$ cat src/rtl/rco_consts.vh
// Constants for the reference clock output block.
// Assumes byte addressing on a 32-bit classic Wishbone bus.
`ifndef RCO_CONSTS_VH
`define RCO_CONSTS_VH

// ==========================================
// Register offsets
`define RCO_ADR_W 4
`define RCO_CTRL_ADR 4'h0
`define RCO_SRC_ADR 4'h4

// ==========================================
// Control register fields
`define RCO_EN_BIT 7
`define RCO_DUTY_HI 4
`define RCO_DUTY_LO 3
`define RCO_DIV_HI 2
`define RCO_DIV_LO 0
`define RCO_CTRL_MASK 8'h9f
`define RCO_CTRL_RST 8'h10

// ==========================================
// Source register fields
`define RCO_SRC_HI 3
`define RCO_SRC_LO 0
`define RCO_SRC_MASK 8'h0f
`define RCO_SRC_RST 8'h00

// ==========================================
// Source codes
`define RCO_SRC_SYS 4'h0
`define RCO_SRC_HFINT 4'h1
`define RCO_SRC_LFINT 4'h2
`define RCO_SRC_MF500 4'h3
`define RCO_SRC_MF31 4'h4
`define RCO_SRC_SEC 4'h5
`define RCO_SRC_NUM 4'h6
`define RCO_SRC_LC1 4'h7
`define RCO_SRC_LC2 4'h8
`define RCO_SRC_LC3 4'h9
`define RCO_SRC_LC4 4'ha

// ==========================================
// Divider and synchroniser sizes
`define RCO_NUM_SRC 10
`define RCO_CNT_W 7

`endif

$ cat src/rtl/rco_dummy_removed.v
`timescale 1ns/1ns
`default_nettype none
`default_nettype wire

$ cat src/rtl/rco_src_sync.v
// Two-flop synchronisers for the asynchronous source clocks.
// Assumes the sources are slower than half the system clock.
`timescale 1ns/1ns
`default_nettype none
`include "rco_consts.vh"

module rco_src_sync (
  input wire sys_clk_i,
  input wire reset_n_i,
  input wire [`RCO_NUM_SRC-1:0] src_async_i,
  output wire [`RCO_NUM_SRC-1:0] src_sync_o
);

  // ==========================================
  // Per-source synchroniser
  genvar g;
  generate
    for (g = 0; g < `RCO_NUM_SRC; g = g + 1) begin : g_sync
      reg meta_r;
      reg sync_r;
      always @(posedge sys_clk_i) begin
        if (!reset_n_i) begin
          meta_r <= 1'b0;
          sync_r <= 1'b0;
        end else begin
          meta_r <= src_async_i[g];
          sync_r <= meta_r;
        end
      end
      assign src_sync_o[g] = sync_r;
    end
  endgenerate

endmodule
`default_nettype wire

$ cat src/rtl/rco_high_calc.v
// High-time calculator for the duty shaper.
// Assumes divider and duty codes come straight from registers.
`timescale 1ns/1ns
`default_nettype none
`include "rco_consts.vh"

module rco_high_calc (
  input wire [2:0] div_sel_i,
  input wire [1:0] duty_sel_i,
  output reg [7:0] period_o,
  output reg [7:0] high_o
);

  reg [9:0] prod;

  // ==========================================
  // Quarter periods of high time
  always @* begin
    prod = 10'h000;
    period_o = 8'h01 << div_sel_i;
    prod = {2'b00, period_o} * {8'h00, duty_sel_i};
    high_o = prod[9:2];
    if ((duty_sel_i != 2'b00) && (high_o == 8'h00)) begin
      high_o = 8'h01;
    end
  end

endmodule
`default_nettype wire

$ cat src/rtl/rco_top.v
// Reference clock output block: registers, source select, divider, shaper.
// Assumes a classic Wishbone master on sys_clk_i and asynchronous sources.
`timescale 1ns/1ns
`default_nettype none
`include "rco_consts.vh"

// Behaviour
// - Enable starts output cleanly, no runt
// - Disable stops output at once
// - Divide base clock by two to the code
// - Duty code gives 0, 25, 50, 75 percent; at divide by two, codes 1, 2 and 3 all give 50 percent
// - Undivided base ignores duty, follows base; system clock source gives half rate
// - Duty upper bit resets to one
// - Four-bit code selects base clock source
// - Sleep freezes output at present level
// - Unimplemented bits ignore writes, read zero
// - Enable bit seven, fields reset zero except duty upper bit
// - Divided shaped result drives output pin
module rco_top (
  input wire sys_clk_i,
  input wire reset_n_i,
  input wire wb_cyc_i,
  input wire wb_stb_i,
  input wire wb_we_i,
  input wire [`RCO_ADR_W-1:0] wb_adr_i,
  input wire [3:0] wb_sel_i,
  input wire [31:0] wb_dat_i,
  output reg [31:0] wb_dat_o,
  output reg wb_ack_o,
  input wire sleep_i,
  input wire high_freq_internal_osc_i,
  input wire low_freq_internal_osc_i,
  input wire mid_freq_internal_osc_500k_i,
  input wire mid_freq_internal_osc_31k_i,
  input wire secondary_osc_i,
  input wire numeric_osc_output_i,
  input wire logic_cell1_output_i,
  input wire logic_cell2_output_i,
  input wire logic_cell3_output_i,
  input wire logic_cell4_output_i,
  output reg ref_clock_out_pin_o,
  output reg ref_clock_out_pin_oe_o,
  output reg refclk_periph_o
);

  // ==========================================
  // Register state
  reg [7:0] ctrl_r;
  reg [7:0] src_r;
  reg [7:0] ctrl_nxt;
  reg [7:0] src_nxt;
  reg [31:0] rdata_nxt;

  wire refclk_module_enable;
  wire [1:0] refclk_duty_sel;
  wire [2:0] refclk_divider_sel;
  wire [3:0] refclk_source_sel;

  assign refclk_module_enable = ctrl_r[`RCO_EN_BIT];
  assign refclk_duty_sel = ctrl_r[`RCO_DUTY_HI:`RCO_DUTY_LO];
  assign refclk_divider_sel = ctrl_r[`RCO_DIV_HI:`RCO_DIV_LO];
  assign refclk_source_sel = src_r[`RCO_SRC_HI:`RCO_SRC_LO];

  // ==========================================
  // Bus request decode
  wire bus_req;
  wire bus_wr;
  wire sel_ctrl;
  wire sel_src;

  assign bus_req = wb_cyc_i & wb_stb_i & ~wb_ack_o;
  assign bus_wr = bus_req & wb_we_i & wb_sel_i[0];
  assign sel_ctrl = (wb_adr_i == `RCO_CTRL_ADR);
  assign sel_src = (wb_adr_i == `RCO_SRC_ADR);

  // ==========================================
  // Register write and read data
  always @* begin
    ctrl_nxt = ctrl_r;
    src_nxt = src_r;
    rdata_nxt = 32'h0000_0000;
    if (bus_wr && sel_ctrl) begin
      ctrl_nxt = wb_dat_i[7:0] & `RCO_CTRL_MASK;
    end
    if (bus_wr && sel_src) begin
      src_nxt = wb_dat_i[7:0] & `RCO_SRC_MASK;
    end
    if (sel_ctrl) begin
      rdata_nxt = {24'h00_0000, ctrl_r};
    end else if (sel_src) begin
      rdata_nxt = {24'h00_0000, src_r};
    end
  end

  always @(posedge sys_clk_i) begin
    if (!reset_n_i) begin
      ctrl_r <= `RCO_CTRL_RST;
      src_r <= `RCO_SRC_RST;
      wb_ack_o <= 1'b0;
      wb_dat_o <= 32'h0000_0000;
    end else begin
      ctrl_r <= ctrl_nxt;
      src_r <= src_nxt;
      wb_ack_o <= bus_req;
      if (bus_req) begin
        wb_dat_o <= rdata_nxt;
      end
    end
  end

  // ==========================================
  // Source synchronisers
  wire [`RCO_NUM_SRC-1:0] src_async;
  wire [`RCO_NUM_SRC-1:0] src_sync;

  assign src_async = {logic_cell4_output_i,
                      logic_cell3_output_i,
                      logic_cell2_output_i,
                      logic_cell1_output_i,
                      numeric_osc_output_i,
                      secondary_osc_i,
                      mid_freq_internal_osc_31k_i,
                      mid_freq_internal_osc_500k_i,
                      low_freq_internal_osc_i,
                      high_freq_internal_osc_i};

  rco_src_sync u_sync (
    .sys_clk_i(sys_clk_i),
    .reset_n_i(reset_n_i),
    .src_async_i(src_async),
    .src_sync_o(src_sync)
  );

  // ==========================================
  // Base clock select
  reg base_lvl;
  reg base_is_sys;
  reg base_prev_r;
  wire base_tick;

  always @* begin
    base_lvl = 1'b0;
    base_is_sys = 1'b0;
    case (refclk_source_sel)
      `RCO_SRC_SYS: begin
        base_is_sys = 1'b1;
      end
      `RCO_SRC_HFINT: begin
        base_lvl = src_sync[0];
      end
      `RCO_SRC_LFINT: begin
        base_lvl = src_sync[1];
      end
      `RCO_SRC_MF500: begin
        base_lvl = src_sync[2];
      end
      `RCO_SRC_MF31: begin
        base_lvl = src_sync[3];
      end
      `RCO_SRC_SEC: begin
        base_lvl = src_sync[4];
      end
      `RCO_SRC_NUM: begin
        base_lvl = src_sync[5];
      end
      `RCO_SRC_LC1: begin
        base_lvl = src_sync[6];
      end
      `RCO_SRC_LC2: begin
        base_lvl = src_sync[7];
      end
      `RCO_SRC_LC3: begin
        base_lvl = src_sync[8];
      end
      `RCO_SRC_LC4: begin
        base_lvl = src_sync[9];
      end
      default: begin
        base_lvl = 1'b0;
      end
    endcase
  end

  always @(posedge sys_clk_i) begin
    if (!reset_n_i) begin
      base_prev_r <= 1'b0;
    end else if (!sleep_i) begin
      base_prev_r <= base_lvl;
    end
  end

  // Rising edge of the base clock
  assign base_tick = base_is_sys | (base_lvl & ~base_prev_r);

  // ==========================================
  // High-time calculation
  wire [7:0] period;
  wire [7:0] high_cnt;
  wire [`RCO_CNT_W-1:0] last_cnt;

  rco_high_calc u_calc (
    .div_sel_i(refclk_divider_sel),
    .duty_sel_i(refclk_duty_sel),
    .period_o(period),
    .high_o(high_cnt)
  );

  assign last_cnt = period[`RCO_CNT_W-1:0] - {{(`RCO_CNT_W-1){1'b0}}, 1'b1};

  // ==========================================
  // Divider and duty shaper
  reg [`RCO_CNT_W-1:0] cnt_r;
  reg [`RCO_CNT_W-1:0] cnt_nxt;
  reg started_r;
  reg started_nxt;
  reg out_r;
  reg out_nxt;

  // ==========================================
  // Divider helpers
  wire undivided;
  wire period_end;
  wire high_phase;
  wire [`RCO_CNT_W-1:0] cnt_inc;

  assign undivided = (refclk_divider_sel == 3'b000);
  assign period_end = (cnt_r >= last_cnt);
  assign high_phase = ({1'b0, cnt_r} < high_cnt);
  assign cnt_inc = cnt_r + {{(`RCO_CNT_W-1){1'b0}}, 1'b1};

  always @* begin
    cnt_nxt = cnt_r;
    started_nxt = started_r;
    out_nxt = out_r;
    if (!refclk_module_enable) begin
      cnt_nxt = {`RCO_CNT_W{1'b0}};
      started_nxt = 1'b0;
      out_nxt = 1'b0;
    end else if (sleep_i) begin
      out_nxt = out_r;
    end else if (undivided) begin
      if (base_tick || started_r) begin
        started_nxt = 1'b1;
        out_nxt = base_is_sys ? ~out_r : base_lvl;
      end
    end else if (base_tick) begin
      // first high on a period start
      started_nxt = 1'b1;
      out_nxt = high_phase;
      if (period_end) begin
        cnt_nxt = {`RCO_CNT_W{1'b0}};
      end else begin
        cnt_nxt = cnt_inc;
      end
    end
  end

  always @(posedge sys_clk_i) begin
    if (!reset_n_i) begin
      cnt_r <= {`RCO_CNT_W{1'b0}};
      started_r <= 1'b0;
      out_r <= 1'b0;
    end else begin
      cnt_r <= cnt_nxt;
      started_r <= started_nxt;
      out_r <= out_nxt;
    end
  end

  // ==========================================
  // Pin and peripheral outputs
  always @(posedge sys_clk_i) begin
    if (!reset_n_i) begin
      ref_clock_out_pin_o <= 1'b0;
      ref_clock_out_pin_oe_o <= 1'b0;
      refclk_periph_o <= 1'b0;
    end else begin
      ref_clock_out_pin_o <= out_nxt;
      ref_clock_out_pin_oe_o <= refclk_module_enable;
      refclk_periph_o <= out_nxt;
    end
  end

endmodule
`default_nettype wire

$ cat config.mk
export PLATFORM = sky130hd
export DESIGN_NAME = rco_top
export DESIGN_NICKNAME = d
export VERILOG_FILES = /design/src/rtl/rco_dummy_removed.v /design/src/rtl/rco_src_sync.v /design/src/rtl/rco_high_calc.v /design/src/rtl/rco_top.v
export VERILOG_INCLUDE_DIRS = /design/src /design/src/rtl
export SDC_FILE = /design/constraint.sdc
export NUM_CORES = 1
export LEC_CHECK = 0
export ABC_AREA = 0
export BUFFER_PORTS_ARGS = -buffer_cell sky130_fd_sc_hd__buf_2
export CORE_ASPECT_RATIO = 1.4
export CORE_MARGIN = 2
export CORE_UTILIZATION = 25
export DETAILED_ROUTE_END_ITERATION = 8
export SYNTH_ARGS = -nofsm -noshare
export SYNTH_HDL_FRONTEND = slang
export SYNTH_SLANG_ARGS = --single-unit
$ cat constraint.sdc
create_clock -name sys_clk_i -period 3.6 [get_ports sys_clk_i]
set_input_delay 0.18 -clock sys_clk_i [delete_from_list [all_inputs] [get_ports sys_clk_i]]
set_output_delay 0.18 -clock sys_clk_i [all_outputs]
set_load 0.005 [all_outputs]
==> impl_results.md, run 1 <==
* Synth async-reset ratio at 0%
* CP Max Fanout at 7
* Routed wire per std cell at 11.93 um
* Max Fclk at 0.3074 GHz
* Overall power at 1.148 mW
* Gr ovfl total at 0
* Area growth syn-to-layout at 13.21%
* Mapped Area at 2945 um^2
* Via count at 2317
* DIE AREA at 12680 um^2
* Post-route ant nets at 0
* Top cell type's share of synthesized area at 32.63%
* Fin area at 3334 um^2
* Maxcap violations at 0
* Primary FF master, synth: dfxtp_1
* CTS root buf: clkbuf_16
* GRT Resource Usage Total at 10.02%
* Cell Rows at 46
* Largest net degree at the start of global routing at 24
* Most common cell after layout, fill and taps aside: dfxtp_1
* Seq/Total Area, Yosys at 32.63%
* CTS Hold Bufs at 0
* DRC viols at 0
* Lkg Pwr at 1.330 nW
* Layout cells sized above 1 at 17.47%
* Wirelength, routed at 6.156 mm
* Post-route setup TNS at 0 ps
* First-pass GRT wire length at 10.40 mm
* Sequential share of power at 47.9%
* DR vias/cell at 4.490
* Post-Place Cells at 508
* Initial core utilization at 25.85%
* IO Port Bufs at 36
* Register bit total from synthesis at 48
* Crit path DAT at 3430 ps
* Slew Limit Fails at 0
* Nets at 449
* Worst Setup Path Type: flop to flop
* Startpoint Class: flop
* Vias in the first global route at 2201
* Worst vdd ir at 336.7 uV
* Clk sinks at 48
* Final worst setup slack at 346.8 ps
* Mapped Avg Cell Area at 8.688 um^2
* # setup viols final at 0
* CORE AREA at 11400 um^2
* Mapped Cells at 339
* Yosys top cell by area: dfxtp_1
* Total number of yosys warnings at 0
* Post-Place Setup Slack at 268.2 ps
* RSZ-0062 raised after global routing: no
* CTS buffer count at 5
* Routability cong. at 0.8053
* Initial drt markers at 66
* Initial antenna violation count at 0
* Required @ worst endpoint at 3770 ps
* DRT Pass-1 Iters at 4
* H-tree depth at 2
* Comb pwr share at 5.3%
* Clk_skew at 7.022 ps
* Relative slew slack at 54.80%
* HPWL after DPL at 4.827 mm
* Outcome: completed
* Worst-path clk slew at 70 ps
* CP Capture Type: flop
* Switching share of power at 21.46%
* Most frequent cells in the layout: 48 x dfxtp_1, 38 x nor2_1, 36 x buf_2, 27 x conb_1, 22 x nand2_1
* Slew @ Worst Pin at 675.6 ps
* Top Ports at 92
* CTS tree: done
* P_sw at 246.4 uW
* Cell variety after synth at 62
* Worst min-delay path category: input port to flop
* Internal Pwr Total at 901.9 uW
* DIE HEIGHT at 132.4 um
* Crit path time final at 3253 ps
* Part of the power in the clock network at 46.8%
* Dpl cell area at 3159 um^2
* EDFF count, synth at 0
* Ant diodes at 0
* Final hold vios at 0
* Non-Filler Instances at 516
* Die X at 95.74 um
* Area contributors post-synth: dfxtp_1 33%, ha_1 8.9%, buf_4 7.1%
* Worst-Skew Late Latency at 290 ps
* Pwr dens at 344.4 nW/um^2
* Bufs on Longest Clock Path at 2
* Period utilisation layout at 90.37%
==> area by class of cell <==
class | instances | area (um^2)
Multi-Input combinational cell | 262 | 1752
Clock buffer | 5 | 125.1
Fill cell | 1228 | 8061
Tap cell | 144 | 180.2
Sequential cell | 48 | 960.9
Inverter | 12 | 45.04
Clock inverter | 3 | 46.29
Timing Repair Buffer | 42 | 225.2
==> registers in the layout (all words and copies together) (netlist names), 4 cells and up <==
name,count
cnt_r,7
ctrl_r,6
u_sync.g_sync.sync_r,10
wb_dat_o,6
u_sync.g_sync.meta_r,10
src_r,4
==> routing by layer <==
layer | GRT usage, % | up-vias | part of all wire, %
met2 | 19.04 | 43 | 56
met5 | 0 | - | 0
li1 | - | 1199 | -
met4 | 2.063 | 0 | 0.60
met3 | 1.765 | 4 | 2.6
met1 | 11.33 | 1071 | 41
==> synthesized netlist by cell type, drive strengths merged, types with 2 or more instances <==
cell	count
nand3	17
a22oi	5
clkbuf	4
nor2	38
nor4	2
mux2i	13
o311ai	2
o211ai	2
o2111ai	2
buf	38
xor2	5
a211oi	6
and3	2
ha	21
a31oi	8
o21ai	8
or3	2
and4	2
a21o	2
inv	11
and2	20
dfxtp	48
or2	3
nand4	2
a21oi	14
nand2	22
conb	2
nand2b	7
xnor2	2
nor3	8
==> final timing paths <==
check / start / to / slack [ps] / cells after the start
min: high_freq_internal_osc_i / u_sync.g_sync[0].meta_r$_SDFF_PN0_ / 100 / 2
max reg2reg: ctrl_r[0]$_SDFFE_PN0P_ / refclk_periph_o$_SDFFE_PN0P_ / 350 / 14
max: ctrl_r[0]$_SDFFE_PN0P_ / refclk_periph_o$_SDFFE_PN0P_ / 350 / 14
min reg2reg: u_sync.g_sync[6].meta_r$_SDFF_PN0_ / u_sync.g_sync[6].sync_r$_SDFF_PN0_ / 430 / 1
==> metrics by stage <==
stage | util (%) | hold slack (ps)
final | 29.26 | 95.93
after CTS | 29.23 | 92.46
after global routing | 29.26 | 97.98
after detailed placement | 27.72 | 388.1
after global placement | 27.72 | 385.6
after floorplan | - | 279.0
==> critical path, cell delays in order (launching register included) <==
cell and delay (ps):
dfxtp_1 360, nand2b_1 170, or2_2 330, fa_1 430, nand2b_1 190, a21oi_2 190, or4_1 130, o211ai_1 140
ha_1 340, a21oi_1 60, nor2b_1 150, nor2_1 60, and4b_1 200, a41oi_1 300, o21ai_2 90
==> power by group through the flow <==
stage / sequential [mW] / clock [mW] / combinational [mW]
2_1_floorplan: 0.561 / 0 / 0.0563
3_3_place_gp: 0.562 / 0 / 0.0603
3_5_place_dp: 0.562 / 0 / 0.0611
4_1_cts: 0.550 / 0.546 / 0.0613
5_1_grt: 0.552 / 0.566 / 0.0705
6_report: 0.550 / 0.537 / 0.0614
==> cell families after synthesis <==
family / Yosys count / share of synthesized area [%]
multiplexers: 14 / 4.800
adder cells (fa/ha/maj): 22 / 9.601
flip-flops: 48 / 32.63
AO/OA/AOI/OAI: 59 / 16.06
XOR/XNOR: 7 / 2.082
buffers and inverters: 54 / 11.21
AND/OR/NAND/NOR: 133 / 23.36
other: 2 / 0.2550
==> what timing repair did <==
item	in CTS	in global routing
setup buffers	0	0
endpoints found under the setup margin	0	1
gates resized for setup	0	1
Note: power is estimated with default switching activity, not from simulation.
==> run 2, diff against run 1 <==
--- a/config.mk
+++ b/config.mk
@@ -12,6 +12,7 @@
 export CORE_MARGIN = 2
 export CORE_UTILIZATION = 25
 export DETAILED_ROUTE_END_ITERATION = 8
+export REMOVE_ABC_BUFFERS = 1
 export SYNTH_ARGS = -nofsm -noshare
 export SYNTH_HDL_FRONTEND = slang
 export SYNTH_SLANG_ARGS = --single-unit
==> run 2 against run 1 <==
Effect of this change:
- via count is 1.3% higher
- sequential power about the same
- sequential cell count unchanged
- clock skew down 1.5 ps
- critical endpoint unchanged
- sequential share of layout area shrank 0.097 points
- wire length decreased by 1.8%
- largest cell class unchanged
==> impl_results.md, run 2 (same netlist as run 1, synthesis figures left out) <==
* Outcome: completed
* Crit path top cell by count: a21oi_1
* Final worst setup slack at 329.1 ps (-17.69 ps)
* CP Capture Type: flop
* Required @ worst endpoint at 3780 ps (about the same)
* Routability cong. at 0.7774 (-3.5%)
* Cell Rows at 46 (unchanged)
* GRT Resource Usage Total at 9.852% (-0.17 points)
* RSZ-0062 raised after global routing: no
* H-tree depth at 2 (unchanged)
* Nets at 450 (+0.22%)
* Most common cell after layout, fill and taps aside: dfxtp_1
* Worst-path cell chain: buf_4, inv_1, nand4_1, fa_1, nand2b_1, a21oi_1, or4_1, o211ai_1, ha_1, a21oi_1, nor2b_1, nor2_1, and4b_1, a41oi_2, o21ai_2
* CTS root buf: clkbuf_16
* Via count at 2348 (+1.3%)
* Relative slew slack at 56.65% (+1.9 points)
* CTS Hold Bufs at 0 (unchanged)
* Worst-Skew Late Latency at 290 ps (about the same)
* Initial antenna violation count at 0 (unchanged)
* WHS at 92.92 ps (-3.017 ps)
* IO Port Bufs at 36 (unchanged)
* CORE AREA at 11400 um^2 (unchanged)
* Startpoint Class: flop
* Slew Limit Fails at 0 (unchanged)
* Crit path time final at 3271 ps (+17.69 ps)
* Vias in the first global route at 2196 (-0.23%)
* Bufs on Longest Clock Path at 2 (unchanged)
* # setup viols final at 0 (unchanged)
* Period utilisation layout at 90.86% (+0.49 points)
* DIE AREA at 12680 um^2 (unchanged)
* Gr ovfl total at 0 (unchanged)
* Die X at 95.74 um (unchanged)
* Initial drt markers at 72 (+9.1%)
* Initial core utilization at 25.85% (unchanged)
* Ant diodes at 0 (unchanged)
* Layout cells sized above 1 at 17.69% (+0.22 points)
* DIE HEIGHT at 132.4 um (unchanged)
* Overall power at 1.150 mW (+0.12%)
* Worst Setup Path Type: flop to flop
* Lkg Pwr at 1.334 nW (+0.34%)
* First-pass GRT wire length at 10.28 mm (-1.1%)
* Maxcap violations at 0 (unchanged)
* Clk sinks at 48 (unchanged)
* Top Ports at 92 (unchanged)
* Area growth syn-to-layout at 13.59%
* CTS buffer count at 5 (unchanged)
* Worst path max stage delay at 480 ps (+50 ps)
* Crit path DAT at 3450 ps (+20 ps)
* Post-route setup TNS at 0 ps (unchanged)
* Post-route ant nets at 0 (unchanged)
* Worst min-delay path category: input port to flop
* Worst-path clk slew at 70 ps (about the same)
* Max Fclk at 0.3057 GHz (-0.54%)
* Clk_skew at 5.501 ps (-1.521 ps)
* DRC viols at 0 (unchanged)
* Largest net degree at the start of global routing at 24 (unchanged)
* Worst vdd ir at 263.8 uV (-22%)
* DR vias/cell at 4.542 (+1.1%)
* CP Max Fanout at 8 (+1)
* Final hold vios at 0 (unchanged)
* Slew @ Worst Pin at 647.9 ps (-27.69 ps)
* Critical path's slowest cell: fa_1
* Biggest regs: u_sync.g_sync.meta_r (10), u_sync.g_sync.sync_r (10), cnt_r (7)
* Routed wire per std cell at 11.69 um (-2.0%)
* Most frequent cells in the layout: 48 x dfxtp_1, 38 x nor2_1, 36 x buf_2, 27 x conb_1, 22 x nand2_1
* Post-layout util at 29.36% (+0.099 points)
* Wirelength, routed at 6.046 mm (-1.8%)
* CTS tree: done
* Pwr dens at 343.6 nW/um^2 (-0.22%)
* DRT Pass-1 Iters at 4 (unchanged)
* Post-Place Setup Slack at 238.7 ps (-29.47 ps)
* HPWL after DPL at 4.832 mm (+0.12%)
run 2: routing by layer:
metal / routed length (um) / vias to the layer above / global-route usage (%)
li1: - / 1203 / -
met1: 2531 / 1094 / 11.13
met2: 3258 / 44 / 18.53
met3: 178 / 7 / 1.595
met4: 77 / 0 / 2.619
met5: 0 / - / 0
run 2: worst max-delay path: cells and delay by family, from the launching register on:
family | cells | cell delay, ps
AO/OA/AOI/OAI | 5 | 760
adder cells (fa/ha/maj) | 2 | 810
buffers and inverters | 2 | 310
flip-flops | 1 | 350
AND/OR/NAND/NOR | 6 | 930
run 2: worst paths after layout:
| check | start | end | slack, ps | cells after the start |
|---|---|---|---|---|
| min reg2reg | u_sync.g_sync[1].meta_r$_SDFF_PN0_ | u_sync.g_sync[1].sync_r$_SDFF_PN0_ | 430 | 1 |
| max | ctrl_r[1]$_SDFFE_PN0P_ | refclk_periph_o$_SDFFE_PN0P_ | 330 | 15 |
| max reg2reg | ctrl_r[1]$_SDFFE_PN0P_ | refclk_periph_o$_SDFFE_PN0P_ | 330 | 15 |
| min | numeric_osc_output_i | u_sync.g_sync[5].meta_r$_SDFF_PN0_ | 90 | 2 |
run 2: report_power, final:
group	internal, mW	switching (mW)
clock	0.330	0.208
sequential	0.545	0.00509
combinational	0.0266	0.0349
run 2: layout make-up:
type | instances | area, um^2
clock inverter | 3 | 46.29
tap | 144 | 180.2
clock buffer | 5 | 125.1
timing repair buffer | 43 | 232.7
fill | 1234 | 8050
inverter | 12 | 45.04
multi-input combinational | 262 | 1755
sequential | 48 | 960.9
run 2: through the flow:
step           instances  cell area [um^2]
4_1_cts              516              3331
3_5_place_dp         508              3159
2_1_floorplan        322              2754
5_1_grt              517              3346
3_3_place_gp         508              3159
6_report             517              3346
run 2: timing repair:
action / in CTS / in global routing
buffers inserted: 0 / 1
setup endpoints to repair: 0 / 1
gates resized for setup: 0 / 2
